[config.mk]
export PLATFORM = sky130hd
export DESIGN_NAME = beep_drc_regs
export DESIGN_NICKNAME = d
export VERILOG_FILES = /design/src/rtl/beep_drc_pkg.sv /design/src/rtl/rate_shifter.sv /design/src/rtl/beep_length_counter.sv /design/src/rtl/beep_drc_regs.sv
export SDC_FILE = /design/constraint.sdc
export NUM_CORES = 1
export LEC_CHECK = 0
export ABC_AREA = 0
export BUFFER_PORTS_ARGS = -buffer_cell sky130_fd_sc_hd__buf_2
export CORE_UTILIZATION = 50
export CTS_BUF_LIST = sky130_fd_sc_hd__clkbuf_8
export CTS_CLUSTER_DIAMETER = 120
export DETAILED_ROUTE_END_ITERATION = 6
export PLACE_DENSITY = 0.73
export SYNTH_ARGS = -nofsm -noshare
export SYNTH_HDL_FRONTEND = slang
export SYNTH_SLANG_ARGS = --single-unit
export TNS_END_PERCENT = 100
[constraint.sdc]
create_clock -name clk_i -period 2.75 [get_ports clk_i]
set_clock_uncertainty 0.05 [all_clocks]
set_input_delay 0.6875 -clock clk_i [delete_from_list [all_inputs] [get_ports clk_i]]
set_output_delay 0.6875 -clock clk_i [all_outputs]
set_load 0.05 [all_outputs]
[src/rtl/beep_drc_pkg.sv]
// Constants for the compressor rate and beep control register bank.
// Assumes an APB slave with 32-bit data and one register per word.
package beep_drc_pkg;

  // ****************************************
  // Register indices (byte address is four times the index)
  // ****************************************
  localparam logic [7:0] IDX_DRC_RATES = 8'h46;
  localparam logic [7:0] IDX_BEEP_CTRL = 8'h47;
  localparam logic [7:0] IDX_RSVD = 8'h48;
  localparam logic [7:0] IDX_LEN_HI = 8'h49;
  localparam logic [7:0] IDX_LEN_MID = 8'h4a;
  localparam logic [7:0] IDX_LEN_LO = 8'h4b;
  localparam logic [7:0] IDX_SIN_HI = 8'h4c;
  localparam logic [7:0] IDX_SIN_LO = 8'h4d;
  localparam logic [7:0] IDX_COS_HI = 8'h4e;
  localparam logic [7:0] IDX_COS_LO = 8'h4f;
  localparam logic [7:0] IDX_MODE = 8'h3c;

  // ****************************************
  // Reset values
  // ****************************************
  localparam logic [7:0] RST_DRC_RATES = 8'h00;
  localparam logic [7:0] RST_BEEP_CTRL = 8'h00;
  localparam logic [7:0] RST_RSVD = 8'h00;
  localparam logic [7:0] RST_LEN_HI = 8'h00;
  localparam logic [7:0] RST_LEN_MID = 8'h00;
  localparam logic [7:0] RST_LEN_LO = 8'hee;
  localparam logic [7:0] RST_SIN_HI = 8'h10;
  localparam logic [7:0] RST_SIN_LO = 8'hd8;
  localparam logic [7:0] RST_COS_HI = 8'h7e;
  localparam logic [7:0] RST_COS_LO = 8'he3;
  localparam logic [7:0] RST_MODE = 8'h01;

  // ****************************************
  // Field positions
  // ****************************************
  localparam int ATTACK_MSB = 7;
  localparam int ATTACK_LSB = 4;
  localparam int DECAY_MSB = 3;
  localparam int DECAY_LSB = 0;
  localparam int BEEP_EN_BIT = 7;
  localparam int BEEP_RSVD_BIT = 6;
  localparam int VOL_MSB = 5;
  localparam int VOL_LSB = 0;

  // ****************************************
  // Values and widths
  // ****************************************
  localparam logic [7:0] MODE_WITH_BEEP = 8'h19;
  localparam int RATE_W = 24;
  // Rates in dB per word clock, LSB of 2^-21 dB
  localparam logic [23:0] ATTACK_BASE = 24'h80_0000;
  localparam logic [23:0] DECAY_BASE = 24'h00_8000;
  localparam logic [6:0] BEEP_VOL_TOP = 7'h02;
  localparam int LEN_W = 24;
  localparam logic [31:0] PSLVERR_DATA = 32'h0000_0000;

endpackage

[src/rtl/rate_shifter.sv]
// Rate per word clock from a four-bit halving code.
// Assumes the code comes from a register on the same clock.
`timescale 1ns/10ps
module rate_shifter #(
  parameter int WIDTH = 24,
  parameter logic [WIDTH-1:0] BASE = '0
) (
  input wire logic clk_i,
  input wire logic reset_n_i,
  input wire logic [3:0] code_i,
  output logic [WIDTH-1:0] rate_o
);

  if (WIDTH < 16) begin : g_bad_width
    $error("rate_shifter needs at least 16 bits");
  end

  // ****************************************
  // Base rate halved once per code step
  // ****************************************
  wire [WIDTH-1:0] rate_d = BASE >> code_i;

  always_ff @(posedge clk_i or negedge reset_n_i) begin
    if (!reset_n_i) begin
      rate_o <= '0;
    end else begin
      rate_o <= rate_d;
    end
  end

endmodule

[src/rtl/beep_length_counter.sv]
// Counts the beep duration down in DAC samples.
// Assumes start, abort, run and tick are on the same clock.
`timescale 1ns/10ps
module beep_length_counter
  import beep_drc_pkg::*;
#(
  parameter int WIDTH = LEN_W
) (
  input wire logic clk_i,
  input wire logic reset_n_i,
  input wire logic start_i,
  input wire logic abort_i,
  input wire logic run_i,
  input wire logic tick_i,
  input wire logic [WIDTH-1:0] length_i,
  output logic busy_o,
  output logic done_o
);

  if (WIDTH < 2) begin : g_bad_width
    $error("beep_length_counter needs at least 2 bits");
  end

  logic [WIDTH-1:0] count_q;

  // ****************************************
  // Load, count per sample, stop at zero
  // ****************************************
  wire step = busy_o & run_i & tick_i;
  wire last = (count_q <= WIDTH'(1));

  always_ff @(posedge clk_i or negedge reset_n_i) begin
    if (!reset_n_i) begin
      count_q <= '0;
      busy_o <= 1'b0;
      done_o <= 1'b0;
    end else if (start_i) begin
      count_q <= length_i;
      busy_o <= 1'b1;
      done_o <= 1'b0;
    end else if (abort_i) begin
      busy_o <= 1'b0;
      done_o <= 1'b0;
    end else if (step && last) begin
      count_q <= '0;
      busy_o <= 1'b0;
      done_o <= 1'b1;
    end else if (step) begin
      count_q <= count_q - WIDTH'(1);
      done_o <= 1'b0;
    end else begin
      done_o <= 1'b0;
    end
  end

endmodule

[src/rtl/beep_drc_regs.sv]
// APB register bank for compressor rates and the beep generator.
// Assumes an APB master on clk_i and an asynchronous DAC word clock pin.
`timescale 1ns/10ps
module beep_drc_regs
  import beep_drc_pkg::*;
#(
  parameter int ADDR_WIDTH = 12
) (
  input wire logic clk_i,
  input wire logic reset_n_i,
  input wire logic psel_i,
  input wire logic penable_i,
  input wire logic pwrite_i,
  input wire logic [ADDR_WIDTH-1:0] paddr_i,
  input wire logic [31:0] pwdata_i,
  input wire logic [3:0] pstrb_i,
  output logic [31:0] prdata_o,
  output logic pready_o,
  output logic pslverr_o,
  input wire logic dac_word_clock_i,
  output logic [RATE_W-1:0] attack_rate_o,
  output logic [RATE_W-1:0] decay_rate_o,
  output logic beep_active_o,
  output logic [6:0] beep_gain_db_o,
  output logic [15:0] beep_sin_coef_o,
  output logic [15:0] beep_cos_coef_o
);

  if (ADDR_WIDTH < 10) begin : g_bad_addr
    $error("beep_drc_regs needs at least 10 address bits");
  end

  // ****************************************
  // Register storage
  // ****************************************
  logic [7:0] drc_rates_q;
  logic beep_en_q;
  logic beep_rsvd_q;
  logic [5:0] beep_vol_q;
  logic [7:0] rsvd_q;
  logic [7:0] len_hi_q;
  logic [7:0] len_mid_q;
  logic [7:0] len_lo_q;
  logic [7:0] sin_hi_q;
  logic [7:0] sin_lo_q;
  logic [7:0] cos_hi_q;
  logic [7:0] cos_lo_q;
  logic [7:0] dac_processing_mode_q;

  // ****************************************
  // Word clock synchroniser and edge
  // ****************************************
  logic wclk_meta_q;
  logic wclk_sync_q;
  logic wclk_prev_q;

  always_ff @(posedge clk_i or negedge reset_n_i) begin
    if (!reset_n_i) begin
      wclk_meta_q <= 1'b0;
      wclk_sync_q <= 1'b0;
      wclk_prev_q <= 1'b0;
    end else begin
      wclk_meta_q <= dac_word_clock_i;
      wclk_sync_q <= wclk_meta_q;
      wclk_prev_q <= wclk_sync_q;
    end
  end

  wire sample_tick = wclk_sync_q & ~wclk_prev_q;

  // ****************************************
  // APB decode
  // ****************************************
  wire [ADDR_WIDTH-3:0] word_idx = paddr_i[ADDR_WIDTH-1:2];
  wire aligned = (paddr_i[1:0] == 2'b00);
  wire upper_zero = (word_idx >> 8) == '0;
  wire [7:0] idx = word_idx[7:0];
  wire idx_ok = aligned & upper_zero;

  wire hit_rates = idx_ok & (idx == IDX_DRC_RATES);
  wire hit_ctrl = idx_ok & (idx == IDX_BEEP_CTRL);
  wire hit_rsvd = idx_ok & (idx == IDX_RSVD);
  wire hit_len_hi = idx_ok & (idx == IDX_LEN_HI);
  wire hit_len_mid = idx_ok & (idx == IDX_LEN_MID);
  wire hit_len_lo = idx_ok & (idx == IDX_LEN_LO);
  wire hit_sin_hi = idx_ok & (idx == IDX_SIN_HI);
  wire hit_sin_lo = idx_ok & (idx == IDX_SIN_LO);
  wire hit_cos_hi = idx_ok & (idx == IDX_COS_HI);
  wire hit_cos_lo = idx_ok & (idx == IDX_COS_LO);
  wire hit_mode = idx_ok & (idx == IDX_MODE);

  wire hit_any = hit_rates | hit_ctrl | hit_rsvd | hit_len_hi
               | hit_len_mid | hit_len_lo | hit_sin_hi | hit_sin_lo
               | hit_cos_hi | hit_cos_lo | hit_mode;

  wire setup = psel_i & ~penable_i;
  wire access = psel_i & penable_i & pready_o;
  wire wr_lane = access & pwrite_i & pstrb_i[0] & hit_any;
  wire [7:0] wbyte = pwdata_i[7:0];

  wire wr_rates = wr_lane & hit_rates;
  wire wr_ctrl = wr_lane & hit_ctrl;
  wire wr_rsvd = wr_lane & hit_rsvd;
  wire wr_len_hi = wr_lane & hit_len_hi;
  wire wr_len_mid = wr_lane & hit_len_mid;
  wire wr_len_lo = wr_lane & hit_len_lo;
  wire wr_sin_hi = wr_lane & hit_sin_hi;
  wire wr_sin_lo = wr_lane & hit_sin_lo;
  wire wr_cos_hi = wr_lane & hit_cos_hi;
  wire wr_cos_lo = wr_lane & hit_cos_lo;
  wire wr_mode = wr_lane & hit_mode;

  // ****************************************
  // Read data selection
  // ****************************************
  wire [7:0] ctrl_view = {beep_en_q, beep_rsvd_q, beep_vol_q};

  wire [7:0] rd_byte =
      hit_rates ? drc_rates_q :
      hit_ctrl ? ctrl_view :
      hit_rsvd ? rsvd_q :
      hit_len_hi ? len_hi_q :
      hit_len_mid ? len_mid_q :
      hit_len_lo ? len_lo_q :
      hit_sin_hi ? sin_hi_q :
      hit_sin_lo ? sin_lo_q :
      hit_cos_hi ? cos_hi_q :
      hit_cos_lo ? cos_lo_q :
      hit_mode ? dac_processing_mode_q :
      8'h00;

  wire [31:0] rd_word = hit_any ? {24'h00_0000, rd_byte} : PSLVERR_DATA;

  // ****************************************
  // APB answer, one access cycle
  // ****************************************
  always_ff @(posedge clk_i or negedge reset_n_i) begin
    if (!reset_n_i) begin
      pready_o <= 1'b0;
      pslverr_o <= 1'b0;
      prdata_o <= 32'h0000_0000;
    end else if (setup) begin
      pready_o <= 1'b1;
      pslverr_o <= ~hit_any;
      prdata_o <= pwrite_i ? 32'h0000_0000 : rd_word;
    end else begin
      pready_o <= 1'b0;
      pslverr_o <= 1'b0;
      prdata_o <= 32'h0000_0000;
    end
  end

  // ****************************************
  // Plain read-write registers
  // ****************************************
  always_ff @(posedge clk_i or negedge reset_n_i) begin
    if (!reset_n_i) begin
      drc_rates_q <= RST_DRC_RATES;
    end else if (wr_rates) begin
      drc_rates_q <= wbyte;
    end
  end

  always_ff @(posedge clk_i or negedge reset_n_i) begin
    if (!reset_n_i) begin
      rsvd_q <= RST_RSVD;
    end else if (wr_rsvd) begin
      rsvd_q <= wbyte;
    end
  end

  always_ff @(posedge clk_i or negedge reset_n_i) begin
    if (!reset_n_i) begin
      len_hi_q <= RST_LEN_HI;
    end else if (wr_len_hi) begin
      len_hi_q <= wbyte;
    end
  end

  always_ff @(posedge clk_i or negedge reset_n_i) begin
    if (!reset_n_i) begin
      len_mid_q <= RST_LEN_MID;
    end else if (wr_len_mid) begin
      len_mid_q <= wbyte;
    end
  end

  always_ff @(posedge clk_i or negedge reset_n_i) begin
    if (!reset_n_i) begin
      len_lo_q <= RST_LEN_LO;
    end else if (wr_len_lo) begin
      len_lo_q <= wbyte;
    end
  end

  always_ff @(posedge clk_i or negedge reset_n_i) begin
    if (!reset_n_i) begin
      sin_hi_q <= RST_SIN_HI;
    end else if (wr_sin_hi) begin
      sin_hi_q <= wbyte;
    end
  end

  always_ff @(posedge clk_i or negedge reset_n_i) begin
    if (!reset_n_i) begin
      sin_lo_q <= RST_SIN_LO;
    end else if (wr_sin_lo) begin
      sin_lo_q <= wbyte;
    end
  end

  always_ff @(posedge clk_i or negedge reset_n_i) begin
    if (!reset_n_i) begin
      cos_hi_q <= RST_COS_HI;
    end else if (wr_cos_hi) begin
      cos_hi_q <= wbyte;
    end
  end

  always_ff @(posedge clk_i or negedge reset_n_i) begin
    if (!reset_n_i) begin
      cos_lo_q <= RST_COS_LO;
    end else if (wr_cos_lo) begin
      cos_lo_q <= wbyte;
    end
  end

  always_ff @(posedge clk_i or negedge reset_n_i) begin
    if (!reset_n_i) begin
      dac_processing_mode_q <= RST_MODE;
    end else if (wr_mode) begin
      dac_processing_mode_q <= wbyte;
    end
  end

  // ****************************************
  // Compressor rates
  // ****************************************
  // Attack: 4 dB halved per code step
  rate_shifter #(
    .WIDTH(RATE_W),
    .BASE(ATTACK_BASE)
  ) u_attack (
    .clk_i(clk_i),
    .reset_n_i(reset_n_i),
    .code_i(drc_rates_q[ATTACK_MSB:ATTACK_LSB]),
    .rate_o(attack_rate_o)
  );

  // Decay: base rate over two to the code
  rate_shifter #(
    .WIDTH(RATE_W),
    .BASE(DECAY_BASE)
  ) u_decay (
    .clk_i(clk_i),
    .reset_n_i(reset_n_i),
    .code_i(drc_rates_q[DECAY_MSB:DECAY_LSB]),
    .rate_o(decay_rate_o)
  );

  // ****************************************
  // Beep control and duration
  // ****************************************
  logic beep_busy;
  logic beep_done;

  wire mode_has_beep = (dac_processing_mode_q == MODE_WITH_BEEP);
  wire set_en = wr_ctrl & wbyte[BEEP_EN_BIT];
  wire clr_en = wr_ctrl & ~wbyte[BEEP_EN_BIT];
  wire start_beep = set_en & (~beep_en_q | beep_done);
  wire [LEN_W-1:0] beep_length = {len_hi_q, len_mid_q, len_lo_q};

  // Set wins over the end-of-beep clear
  wire beep_en_d = set_en ? 1'b1 :
                   (clr_en | beep_done) ? 1'b0 :
                   beep_en_q;

  always_ff @(posedge clk_i or negedge reset_n_i) begin
    if (!reset_n_i) begin
      beep_en_q <= RST_BEEP_CTRL[BEEP_EN_BIT];
      beep_rsvd_q <= RST_BEEP_CTRL[BEEP_RSVD_BIT];
      beep_vol_q <= RST_BEEP_CTRL[VOL_MSB:VOL_LSB];
    end else begin
      beep_en_q <= beep_en_d;
      if (wr_ctrl) begin
        beep_rsvd_q <= wbyte[BEEP_RSVD_BIT];
        beep_vol_q <= wbyte[VOL_MSB:VOL_LSB];
      end
    end
  end

  beep_length_counter #(
    .WIDTH(LEN_W)
  ) u_length (
    .clk_i(clk_i),
    .reset_n_i(reset_n_i),
    .start_i(start_beep),
    .abort_i(clr_en),
    .run_i(mode_has_beep),
    .tick_i(sample_tick),
    .length_i(beep_length),
    .busy_o(beep_busy),
    .done_o(beep_done)
  );

  // ****************************************
  // Beep outputs
  // ****************************************
  // Tone only with enable set and mode 25
  wire beep_active_d = beep_en_q & beep_busy & mode_has_beep;
  // Gain is 2 dB minus the volume code
  wire [6:0] beep_gain_d = BEEP_VOL_TOP - {1'b0, beep_vol_q};

  always_ff @(posedge clk_i or negedge reset_n_i) begin
    if (!reset_n_i) begin
      beep_active_o <= 1'b0;
      beep_gain_db_o <= BEEP_VOL_TOP;
      beep_sin_coef_o <= {RST_SIN_HI, RST_SIN_LO};
      beep_cos_coef_o <= {RST_COS_HI, RST_COS_LO};
    end else begin
      beep_active_o <= beep_active_d;
      beep_gain_db_o <= beep_gain_d;
      beep_sin_coef_o <= {sin_hi_q, sin_lo_q};
      beep_cos_coef_o <= {cos_hi_q, cos_lo_q};
    end
  end

endmodule

# [Word-level counts from Yosys, hierarchy flattened]
# Index checks and enable logic that the tools add are counted.
[word_totals] out_inout_bits=122 register_bits=239 input_bits=54
[classes] n_reduce_logical=7 shift=2 n_lt_le_gt_ge=1 eq_ne=13 bitwise=54 mux=28 addsub=2
[op_table] cell="2-to-1 mux 8 bit" count=13
[op_table] cell="2-to-1 mux 24 bit" count=4
[op_table] cell="== test 8 x 7 -> 1 bit, second input constant" count=10
[op_table] cell="AND 1 bit" count=37
[op_table] cell="2-to-1 mux 32 bit" count=1
[op_table] cell="less-or-equal comparator 24 x 1 -> 1 bit, second input constant" count=1
[op_table] cell=">> shifter 16 x 4 -> 24 bit, first input constant" count=1
[op_table] cell=">> shifter 24 x 4 -> 24 bit, first input constant" count=1
[op_table] cell="subtractor 24 x 1 -> 24 bit, second input constant" count=1
[op_table] cell="bitwise OR 1 bit" count=12
[op_table] cell="logical NOT 10 bit" count=1
[op_table] cell="2-to-1 mux 1 bit" count=10
[op_table] cell="== test 8 x 5 -> 1 bit, second input constant" count=1
[op_table] cell="== test 8 x 6 -> 1 bit, second input constant" count=1
[op_table] cell="subtractor 2 x 6 -> 7 bit, first input constant" count=1
[op_table] cell="nonzero test 3 bit" count=2
[op_table] cell="NOT 1 bit" count=5
[op_table] cell="logical NOT 2 bit" count=1
[op_table] cell="!= test 2 x 1 -> 1 bit, second input constant" count=1
[op_table] cell="AND reduction 2 bit" count=1
[op_table] cell="nonzero test 2 bit" count=1
[op_table] cell="logical AND 1 bit" count=1

# [Logic depth before layout (Yosys ltp)]
# Gate-level depths: netlist of run 1.
[depth] word_depth=19 ltp_mapped=10 mapped_depth_nobuf=8

# [Hierarchy]
# A second synthesis of run 1 with hierarchy kept.
[unflattened] hier_cells=799 area_unflattened_um2=9494.1
[by_module_without_submodules] module="beep_drc_regs" cells_per_inst=509 instances=1 area_each_um2=6277.3 seq_area_each_um2=3578.4
[by_module_without_submodules] module="beep_length_counter" cells_per_inst=200 instances=1 area_each_um2=1785.5 seq_area_each_um2=650.6
[by_module_without_submodules] module="rate_shifter at u_attack" cells_per_inst=45 instances=1 area_each_um2=740.7 seq_area_each_um2=400.4
[by_module_without_submodules] module="rate_shifter at u_decay" cells_per_inst=45 instances=1 area_each_um2=690.7 seq_area_each_um2=400.4

# [Worst setup path after synthesis of run 1]
# OpenSTA, ideal clock, no wires.
[synth_path] kind="input -> register" start="input port paddr_i[0]" end="register drc_rates_q[0]" slack_ps=-88 path_stages=9 arrival_time_ps=2662 n_path_buf=3 setup_time_ps=125 cell_sequence="nor4_4 and2_4 buf_12 nand2_8 or4_4 buf_6 or2_1 buf_6 mux2_4"
[synth_via] elab_chain_cells=15
[synth_lines] item="from (decl)" line_no="beep_drc_regs.sv:14" text="input wire logic [ADDR_WIDTH-1:0] paddr_i,"
[synth_lines] item="logical NOT 2 bit *" line_no="beep_drc_regs.sv:75" text="wire aligned = (paddr_i[1:0] == 2'b00);"
[synth_lines] item="AND 1 bit *" line_no="beep_drc_regs.sv:78" text="wire idx_ok = aligned & upper_zero;"
[synth_lines] item="AND 1 bit (on tied branches)" line_no="beep_drc_regs.sv:80, beep_drc_regs.sv:81"
[synth_lines] item="bitwise OR 1 bit (3 in a row)" line_no="beep_drc_regs.sv:92" text="wire hit_any = hit_rates | hit_ctrl | hit_rsvd | hit_len_hi"
[synth_lines] item="bitwise OR 1 bit (4 in a row)" line_no="beep_drc_regs.sv:93" text="| hit_len_mid | hit_len_lo | hit_sin_hi | hit_sin_lo"
[synth_lines] item="bitwise OR 1 bit (3 in a row)" line_no="beep_drc_regs.sv:94" text="| hit_cos_hi | hit_cos_lo | hit_mode;"
[synth_lines] item="AND 1 bit" line_no="beep_drc_regs.sv:98" text="wire wr_lane = access & pwrite_i & pstrb_i[0] & hit_any;"
[synth_lines] item="AND 1 bit *" line_no="beep_drc_regs.sv:101" text="wire wr_rates = wr_lane & hit_rates;"
[synth_lines] item="to (signal assigned)" line_no="beep_drc_regs.sv:160" text="drc_rates_q <= wbyte;"
[synth_lines] item="to (decl)" line_no="beep_drc_regs.sv:36" text="logic [7:0] drc_rates_q;"
# Mark *: on every way between the ends. The rest lies on a longest branch, timed or not.
# A chain may end at the register's enable or synchronous reset.

# [Worst setup path after layout of run 1]
[layout_path] start="register u_length.count_q[4]" end="register u_length.count_q[13]"
[layout_via] elab_chain_cells=5
[layout_lines] item="from (decl)" line_no="beep_length_counter.sv:24" text="logic [WIDTH-1:0] count_q;"
[layout_lines] item="from (signal assigned)" line_no="beep_length_counter.sv:38" text="count_q <= length_i;"
[layout_lines] item="from (signal assigned)" line_no="beep_length_counter.sv:49" text="count_q <= count_q - WIDTH'(1);"
[layout_lines] item="subtractor 24 x 1 -> 24 bit / less-or-equal comparator 24 x 1 -> 1 bit (equally long branches)" line_no="beep_length_counter.sv:49, beep_length_counter.sv:30"
[layout_lines] item="2-to-1 mux 24 bit / logical AND 1 bit (equally long branches)" line_no="beep_length_counter.sv:48, beep_length_counter.sv:44"
[layout_lines] item="2-to-1 mux 24 bit" line_no="beep_length_counter.sv:44" text="end else if (step && last) begin"
[layout_lines] item="2-to-1 mux 24 bit" line_no="beep_length_counter.sv:41" text="end else if (abort_i) begin"
[layout_lines] item="2-to-1 mux 24 bit" line_no="beep_length_counter.sv:37" text="end else if (start_i) begin"
# Parallel ways exist; a longest one is shown, timed or not. The select of a mux whose other input is x is not followed.

==> flow_metrics.py, run 1 <==
metrics = {
    "pwr": {
        "ir_drop_v": 0.000325,
        "power_density_nw_per_um2": 505,
        "power.total_mw": 5.36,
        "p_leak_nw": 5.02,
    },
    "global_route": {
        "grt_usage_pct": 24.2,
        "overflow": 0,
        "grt_pass1_vias": 6234,
        "grt_max_degree": 67,
        "grt_pass1_wl_um": 34000,
        "antenna_found_initial": 1,
    },
    "setup_path": {
        "end_kind": "flop",
        "max_stage_delay_ps": 550,
        "worstSetupStartpointType": "flop",
        "critical_path.slowest_cell": "or4_1",
        "crit_type": "reg2reg",
        "arrival_ps": 2950,
        "cp_max_fo": 12,
        "worstPathRequired_ps": 3060,
        "cp_cell_sequence": "or4_1 -> or4_1 -> nor4_4 -> buf_4 -> nor3_1 -> a22oi_1 -> o21ai_0",
        "path_common_cell": "or4_1",
    },
    "timing": {
        "setup-violations-final": 0,
        "finalHoldViolations": 0,
        "slew_headroom_pct": 61.1,
        "rsz0062_at_grt": "true",
        "drv_slew": 0,
        "worst_pin_slew_ps": 569,
        "layout_min_cycle_time_ps": 2640,
        "fmax_mhz": 379,
        "fin_crit_sh_pct": 96.0,
        "whs_ps": 158,
    },
    "floorplan": {
        "dieHeight_um": 137,
        "die_w_um": 137,
        "core_area_um2": 18000,
        "placementRows": 49,
        "start_util_pct": 51.0,
        "design.portCount": 176,
        "dieArea_um2": 18900,
    },
    "clock_network": {
        "cts_hold_buf": 0,
        "numCtsBuffers": 17,
        "cts_tree": "built",
        "cts_num_sinks": 199,
        "htreeDepth": 4,
        "cts_setup_buffers": 0,
        "path_clk_slew_ps": 100,
        "cts_root_buffer": "clkbuf_8",
        "max-clock-path-buffers": 2,
        "insertion_delay_ps": 480,
    },
    "route": {
        "drt_first_iter_violations": 531,
        "viasPerCell": 5.58,
        "wirelength_um": 21600,
        "drc_errors": 0,
        "drt_pass1_iterations": 5,
        "via_count": 6587,
        "wl_per_cell_um": 18.3,
        "ant_nets": 0,
    },
    "layout": {
        "multi_input_area_um2": 3700,
        "drive_above_1_share_pct": 36.5,
        "fin_nets": 994,
        "utilization_pct": 59.1,
        "fillers": 1518,
        "areaGrowthSynthToFinish_pct": 15.8,
        "area.sequential_um2": 5030,
    },
    "logic_synthesis": {
        "synth_edf_count": 0,
        "yosys_warnings": 0,
        "async_flop_share_pct": 100,
        "synth_top_flop_cell": "dfrtp_1",
        "yosysSeqAreaShare_pct": 54.9,
        "synth_area_per_cell_um2": 11.4,
        "synth-seq-cells": 199,
        "ys_types": 65,
        "syn_inst": 806,
        "netlist_area_um2": 9170,
    },
    "place": {
        "port_buffers": 108,
        "gp_congestion": 0.898,
        "hpwlAfterDp_um": 15400,
    },
    "hold_path": {
        "hold_path_class": "in2async",
    },
    "job": {
        "cap_viol_max_count": 0,
    },
    "status": {
        "outcome": "completed",
    },
}
## where the power goes
part / total, mW / switching, mW / leakage (nW) / internal, mW
registers: 2.93 / 0.00115 / 2.57 / 2.93
clock network: 2.04 / 1.01 / 0.225 / 1.04
logic: 0.381 / 0.302 / 2.23 / 0.0790
total: 5.36 / 1.31 / 5.02 / 4.04
## final timing paths
kind / start / to / slack, ps / cells past startpoint
max: u_length.count_q[4] / u_length.count_q[13] / 110 / 7
min: reset_n_i / u_decay.rate_o[8] / 160 / 1
min reg2reg: wclk_meta_q / wclk_sync_q / 300 / 0
max reg2reg: u_length.count_q[4] / u_length.count_q[13] / 110 / 7
max in group asynchronous: reset_n_i / len_lo_q[5] / 1720 / 2
min in group clk_i: dac_word_clock_i / wclk_meta_q / 270 / 1
## cells in the mapped netlist (all sizes together), types with 3 or more instances
cell type	instances	area share, %
a211oi	13	1.1
a21oi	35	1.9
a221oi	4	0.38
a22oi	7	0.57
a311oi	4	0.38
a32oi	12	1.1
buf	59	4.6
clkbuf	33	1.4
dfrtp	159	43
dfstp	40	11
ha	3	0.41
inv	16	0.66
mux2	90	11
mux2i	15	1.6
nand2	29	1.4
nand2b	21	1.4
nand3	10	0.55
nand3b	3	0.25
nand4	5	0.41
nor2	55	2.4
nor2b	4	0.27
nor3	54	3.2
nor3b	7	0.70
nor4	11	1.1
o21ai	63	3.4
o22ai	15	1.1
or2	4	0.27
or4	6	0.53
xnor2	3	0.29
## logic make-up after synthesis
family | count (synthesis) | share of synthesized area [%]
flip-flops | 199 | 54.9
other | 1 | 0.0409
AND/OR/NAND/NOR | 222 | 13.7
multiplexers | 105 | 13.0
XOR/XNOR | 4 | 0.382
AO/OA/AOI/OAI | 164 | 11.0
adder cells (fa/ha/maj) | 3 | 0.409
buffers and inverters | 108 | 6.63
## timing repair
| item | in CTS | in global routing |
|---|---|---|
| hold endpoints to repair | 0 | 0 |
| gates resized for setup | 0 | 3 |
| setup endpoints to repair | 0 | 6 |
## state kept, by name, summed over array words and instances (netlist names), 16 cells and up
signal / cells
u_length.count_q: 24
beep_cos_coef_o: 16
beep_sin_coef_o: 16
u_attack.rate_o: 16
u_decay.rate_o: 16
## worst max-delay path, delay by kind of cell (launching register included)
| kind | cells | cell delay (ps) |
|---|---|---|
| AND/OR/NAND/NOR | 4 | 1530 |
| AO/OA/AOI/OAI | 2 | 280 |
| flip-flops | 1 | 410 |
| buffers and inverters | 1 | 250 |
## area by class of cell
cell class | instances | share of cell area [%]
Sequential cell | 199 | 47.4
Multi-Input combinational cell | 538 | 34.9
Timing Repair Buffer | 165 | 10.3
Tap cell | 229 | 2.70
Clock buffer | 19 | 2.46
Clock inverter | 13 | 1.69
Inverter | 16 | 0.566
Antenna cell | 1 | 0.0236
## layout by cell type (no fill, tap or decap), types with 3 or more instances in the layout
cell type | synthesis | layout
dfrtp_1 | 159 | 159
buf_2 | 11 | 107
mux2_2 | 82 | 82
nor2_1 | 53 | 51
nor3_1 | 50 | 50
o21ai_0 | 48 | 48
buf_4 | 42 | 47
conb_1 | 1 | 40
dfstp_2 | 40 | 40
a21oi_1 | 35 | 35
nand2_1 | 28 | 28
nand2b_1 | 21 | 21
clkbuf_8 | 0 | 20
inv_1 | 16 | 18
mux2i_1 | 15 | 15
o22ai_1 | 14 | 14
o21ai_1 | 15 | 14
a211oi_1 | 13 | 13
a32oi_1 | 12 | 12
nand3_1 | 10 | 10
buf_12 | 1 | 9
nor4_1 | 8 | 8
mux2_4 | 8 | 8
a22oi_1 | 7 | 7
nor3b_1 | 6 | 6
nor2b_1 | 4 | 4
a221oi_1 | 4 | 4
a311oi_1 | 4 | 4
nand4_1 | 4 | 4
or4_1 | 5 | 4
bufinv_16 | 0 | 4
xnor2_1 | 3 | 3
nand3b_1 | 3 | 3
nor2_4 | 2 | 3
or2_1 | 3 | 3
nor3_2 | 3 | 3
ha_1 | 3 | 3
## metal layers
layer | vias to the layer above | global-route usage, % | wire [um]
met5 | - | 0 | 0
met4 | 0 | 7.45 | 407
met3 | 29 | 5.48 | 1200
met2 | 221 | 39.6 | 10600
met1 | 3259 | 31.8 | 9300
li1 | 3078 | - | -
## per-stage QoR
step	area (um^2)	worst slack [ps]	cells	TNS, ps
floorplan	9310	-87.5	845	-992
global placement	10200	-130	1147	-1680
detailed placement	10200	-157	1147	-2560
CTS	10600	130	1179	0
global route	10600	-3.82	1179	-3.82
finish	10600	110	1180	0
No activity file was read; power rests on OpenSTA's default activity.
==> run 2: changes to the inputs <==
- GPL_TIMING_DRIVEN: unset -> 0
- PLACE_DENSITY: 0.73 -> 0.82
==> flow_metrics.py, run 2 (synthesized netlist as in run 1, its figures left out) <==
metrics = {
    "layout": {
        "stdcell_count": 1220,
        "final_cell_mix": "dfrtp_1 (159), buf_2 (114), mux2_2 (82)",
        "areaGrowthSynthToFinish_pct": 17.1,
        "diodes": 0,
        "fin_nets": 1035,
        "largest_register_ffs": 24,
        "drive_above_1_share_pct": 37.1,
        "utilization_pct": 59.8,
        "final_common_cell": "dfrtp_1",
        "fillers": 1436,
        "largest-register": "u_length.count_q",
    },
    "timing": {
        "rsz0062_at_grt": "true",
        "layout_setup_ws_ps": -23.0,
        "slew_headroom_pct": 44.5,
        "setup-violations-final": 4,
        "layout_min_cycle_time_ps": 2770,
        "whs_ps": 84.0,
        "worst_pin_slew_ps": 833,
        "drv_slew": 0,
        "finalHoldViolations": 0,
        "fin_crit_sh_pct": 101,
        "fmax_mhz": 361,
    },
    "route": {
        "drc_errors": 0,
        "via_count": 6982,
        "drt_pass1_iterations": 5,
        "viasPerCell": 5.72,
        "ant_nets": 0,
        "wl_per_cell_um": 18.6,
        "wirelength_um": 22700,
        "drt_first_iter_violations": 643,
    },
    "global_route": {
        "overflow": 0,
        "use_met2_pct": 39.3,
        "antenna_found_initial": 0,
        "grt_max_degree": 131,
        "grt_usage_pct": 25.0,
        "gr-max-usage-layer": "met2",
        "met3_usage_pct": 5.48,
        "use_met1_pct": 32.5,
        "grt_pass1_wl_um": 35200,
        "grt_pass1_vias": 6588,
    },
    "status": {
        "outcome": "complete, but fails checks",
        "violations": "setup timing",
    },
    "place": {
        "hpwlAfterDp_um": 15900,
        "gp_congestion": 0.950,
        "port_buffers": 106,
        "place_inst": 1181,
        "dp_slack_ps": -632,
    },
    "clock_network": {
        "cts_num_sinks": 199,
        "insertion_delay_ps": 480,
        "cts_hold_buf": 0,
        "max-clock-path-buffers": 2,
        "cts_tree": "built",
        "htreeDepth": 4,
        "path_clk_slew_ps": 110,
        "numCtsBuffers": 17,
        "cts_root_buffer": "clkbuf_8",
    },
    "floorplan": {
        "core_area_um2": 18000,
        "placementRows": 49,
        "dieHeight_um": 137,
        "start_util_pct": 51.0,
        "design.portCount": 176,
        "die_w_um": 137,
        "dieArea_um2": 18900,
    },
    "setup_path": {
        "r2r_slack_ps": 90,
        "reg2reg_depth": 8,
        "end_kind": "flop",
        "cp_max_fo": 8,
        "worstPathRequired_ps": 3070,
        "reg2reg_to": "u_length.count_q[1]",
        "critPathTopFamily": "simple AND/OR/NAND/NOR gates",
        "max_stage_delay_ps": 690,
        "critical_path.slowest_cell": "nor3_2",
        "worstSetupStartpointType": "primary input",
        "path_buf_inv": 2,
        "regToRegStartpoint": "dac_processing_mode_q[5]",
        "path_common_cell": "buf_2",
        "crit_type": "in2reg",
        "cp_cell_sequence": "buf_2 -> or3b_2 -> buf_2 -> o22ai_4 -> nand3_1 -> nor3_2 -> mux2_2",
        "arrival_ps": 3090,
    },
    "pwr": {
        "p_leak_nw": 5.12,
        "power.total_mw": 5.21,
        "power_density_nw_per_um2": 485,
        "ir_drop_v": 0.000338,
    },
    "job": {
        "cap_viol_max_count": 0,
    },
    "hold_path": {
        "hold_path_class": "in2async",
    },
}
run 2: changes by cell type in the layout (fill, tap and decap cells not counted), sizes merged:
| cell | delta |
|---|---|
| buf | +7 |
| bufinv | -3 |
| clkbuf | +34 |
| clkinv | +3 |
| clkinvlp | -1 |
| diode | -1 |
| inv | +1 |
run 2: worst max-delay path by stage:
stage,startpoint,endpoint,slack (ps),cells after the start
after CTS,paddr_i[6],len_lo_q[0],-20,7
after global routing,paddr_i[6],len_lo_q[0],-60,7
final,paddr_i[6],len_lo_q[0],-20,7
after floorplan,paddr_i[0],drc_rates_q[0],-90,9
after global placement,reset_n_i,u_length.count_q[7],-2130,1
after detailed placement,paddr_i[6],u_length.count_q[10],-630,9
run 2: area by class of cell:
| class | count | area, um^2 | area share [%] |
|---|---|---|---|
| buffer | 92 | 567 | 5.28 |
| clock buffer | 19 | 262 | 2.44 |
| clock inverter | 13 | 138 | 1.28 |
| inverter | 16 | 60.1 | 0.559 |
| multi-input combinational | 538 | 3760 | 35.0 |
| sequential | 199 | 5030 | 46.8 |
| tap | 229 | 287 | 2.67 |
| timing repair buffer | 114 | 633 | 5.90 |
run 2: layer usage:
metal  up-vias  part of all wire, %  routed length [um]
met1      3393                   42                9460
met5         -                    0                   0
met3        68                  7.2                1640
met2       356                   47               10700
met4         0                  4.0                 906
li1       3165                    -                   -
run 2: timing repair:
item,in CTS,in global routing
pin swaps,1,2
setup endpoints to repair,28,59
buffers inserted,2,5
resized for setup,6,27
run 2: where the power goes:
group | switching, mW | internal [mW] | total [mW] | leakage, nW
registers | 0.00145 | 2.93 | 2.93 | 2.57
clock network | 1.07 | 0.792 | 1.87 | 0.202
logic | 0.309 | 0.103 | 0.412 | 2.35
run 2: through the flow:
| step | area, um^2 | TNS [ps] |
|---|---|---|
| floorplan | 9310 | -992 |
| global placement | 10100 | -417550 |
| detailed placement | 10200 | -44200 |
| CTS | 10600 | -27.5 |
| global route | 10700 | -1010 |
| finish | 10700 | -48.6 |
==> run 3: changes to the inputs <==
- clock period: 2.75 -> 2.7 ns (I/O delays scaled with it)
==> flow_metrics.py, run 3 (synthesized netlist as in run 1, its figures left out) <==
metrics = {
    "setup_path": {
        "cp_cell_sequence": "buf_2 -> or3b_2 -> o22ai_4 -> nand3_1 -> nor3_2 -> mux2_2",
        "regToRegStartpoint": "u_length.count_q[2]",
        "end_kind": "flop",
        "worstPathRequired_ps": 3020,
        "reg2reg_to": "u_length.count_q[1]",
        "reg2reg_depth": 8,
        "path_buf_inv": 1,
        "critPathTopFamily": "simple AND/OR/NAND/NOR gates",
        "critical_path.slowest_cell": "nor3_2",
        "r2r_slack_ps": 50,
        "worstSetupStartpointType": "primary input",
        "arrival_ps": 2980,
        "cp_max_fo": 9,
        "crit_type": "in2reg",
        "crit_start": "paddr_i[6]",
        "max_stage_delay_ps": 650,
    },
    "place": {
        "port_buffers": 106,
        "dpl-instance-area_um2": 10200,
        "gp_congestion": 0.951,
        "place_inst": 1181,
        "hpwlAfterDp_um": 16200,
    },
    "timing": {
        "finalHoldViolations": 0,
        "fmax_mhz": 377,
        "setup-violations-final": 0,
        "worst_pin_slew_ps": 801,
        "rsz0062_at_grt": "true",
        "layout_min_cycle_time_ps": 2650,
        "fin_crit_sh_pct": 98.3,
        "whs_ps": 192,
        "drv_slew": 0,
        "slew_headroom_pct": 46.6,
    },
    "floorplan": {
        "die_w_um": 137,
        "dieArea_um2": 18900,
        "core_area_um2": 18000,
        "design.portCount": 176,
        "dieHeight_um": 137,
        "placementRows": 49,
        "start_util_pct": 51.0,
    },
    "layout": {
        "utilization_pct": 60.0,
        "finalInstanceArea_um2": 10800,
        "fin_nets": 1037,
        "largest-register": "u_length.count_q",
        "final_common_cell": "dfrtp_1",
        "largest_register_ffs": 24,
        "drive_above_1_share_pct": 37.8,
        "areaGrowthSynthToFinish_pct": 17.6,
        "diodes": 0,
        "stdcell_count": 1222,
        "final_cell_mix": "dfrtp_1 (158), buf_2 (110), mux2_2 (82)",
    },
    "global_route": {
        "gr-max-usage-layer": "met2",
        "grt_pass1_vias": 6744,
        "grt_max_degree": 110,
        "met3_usage_pct": 4.64,
        "antenna_found_initial": 0,
        "grt_pass1_wl_um": 36300,
        "use_met1_pct": 33.8,
        "use_met2_pct": 40.9,
        "grt_usage_pct": 25.6,
        "overflow": 0,
    },
    "clock_network": {
        "cts_root_buffer": "clkbuf_8",
        "insertion_delay_ps": 490,
        "cts_hold_buf": 0,
        "cts_tree": "built",
        "cts_num_sinks": 199,
        "max-clock-path-buffers": 2,
        "htreeDepth": 4,
        "numCtsBuffers": 17,
        "path_clk_slew_ps": 90,
    },
    "route": {
        "wirelength_um": 23100,
        "viasPerCell": 5.73,
        "drt_pass1_iterations": 7,
        "wl_per_cell_um": 18.9,
        "drc_errors": 0,
        "drt_first_iter_violations": 906,
        "ant_nets": 0,
        "via_count": 6997,
    },
    "status": {
        "outcome": "completed",
    },
    "pwr": {
        "ir_drop_v": 0.000324,
        "p_leak_nw": 5.12,
        "power.total_mw": 5.20,
        "power_density_nw_per_um2": 483,
    },
    "job": {
        "cap_viol_max_count": 0,
    },
    "hold_path": {
        "hold_path_class": "in2async",
    },
}
==> run 3: cell type report <==
cell class	instances	area, um^2
fillers	1426	7190
flip-flops and latches	199	5030
multi-input cells	538	3790
repair buffers	118	667
plain buffers	90	569
well taps	229	287
clock buffers	20	275
clock inverters	12	92.6
inverters	16	60.1
==> run 3: where the power goes <==
group / switching [mW] / total [mW] / internal [mW]
logic: 0.313 / 0.417 / 0.104
clock network: 1.08 / 1.80 / 0.721
registers: 0.00118 / 2.99 / 2.99
total: 1.39 / 5.20 / 3.81
==> run 3: what timing repair did <==
| action | 4_1_cts | 5_1_grt |
|---|---|---|
| pin swaps | 2 | 2 |
| resized for setup | 8 | 38 |
| endpoints found under the setup margin | 50 | 84 |
| setup buffers | 3 | 8 |
==> run 3: worst max-delay path by stage <==
stage	to	slack [ps]	depth (start not counted)
6_report	sin_lo_q[0]	50	6
5_1_grt	u_length.count_q[1]	-40	8
4_1_cts	u_length.count_q[1]	10	8
3_5_place_dp	prdata_o[3]	-610	8
3_3_place_gp	u_length.count_q[10]	-2170	1
2_1_floorplan	drc_rates_q[0]	-130	9
==> run 3: through the flow <==
step | TNS (ps) | worst slack (ps)
floorplan | -1590 | -125
global placement | -427450 | -2170
detailed placement | -48960 | -608
CTS | 0 | 9.76
global route | -167 | -36.2
finish | 0 | 46.3
==> run 3: per-layer routing <==
layer	routed length (um)	share of wire, %
met3	1590	6.9
met1	9430	41
met4	799	3.5
met2	11300	49
met5	0	0
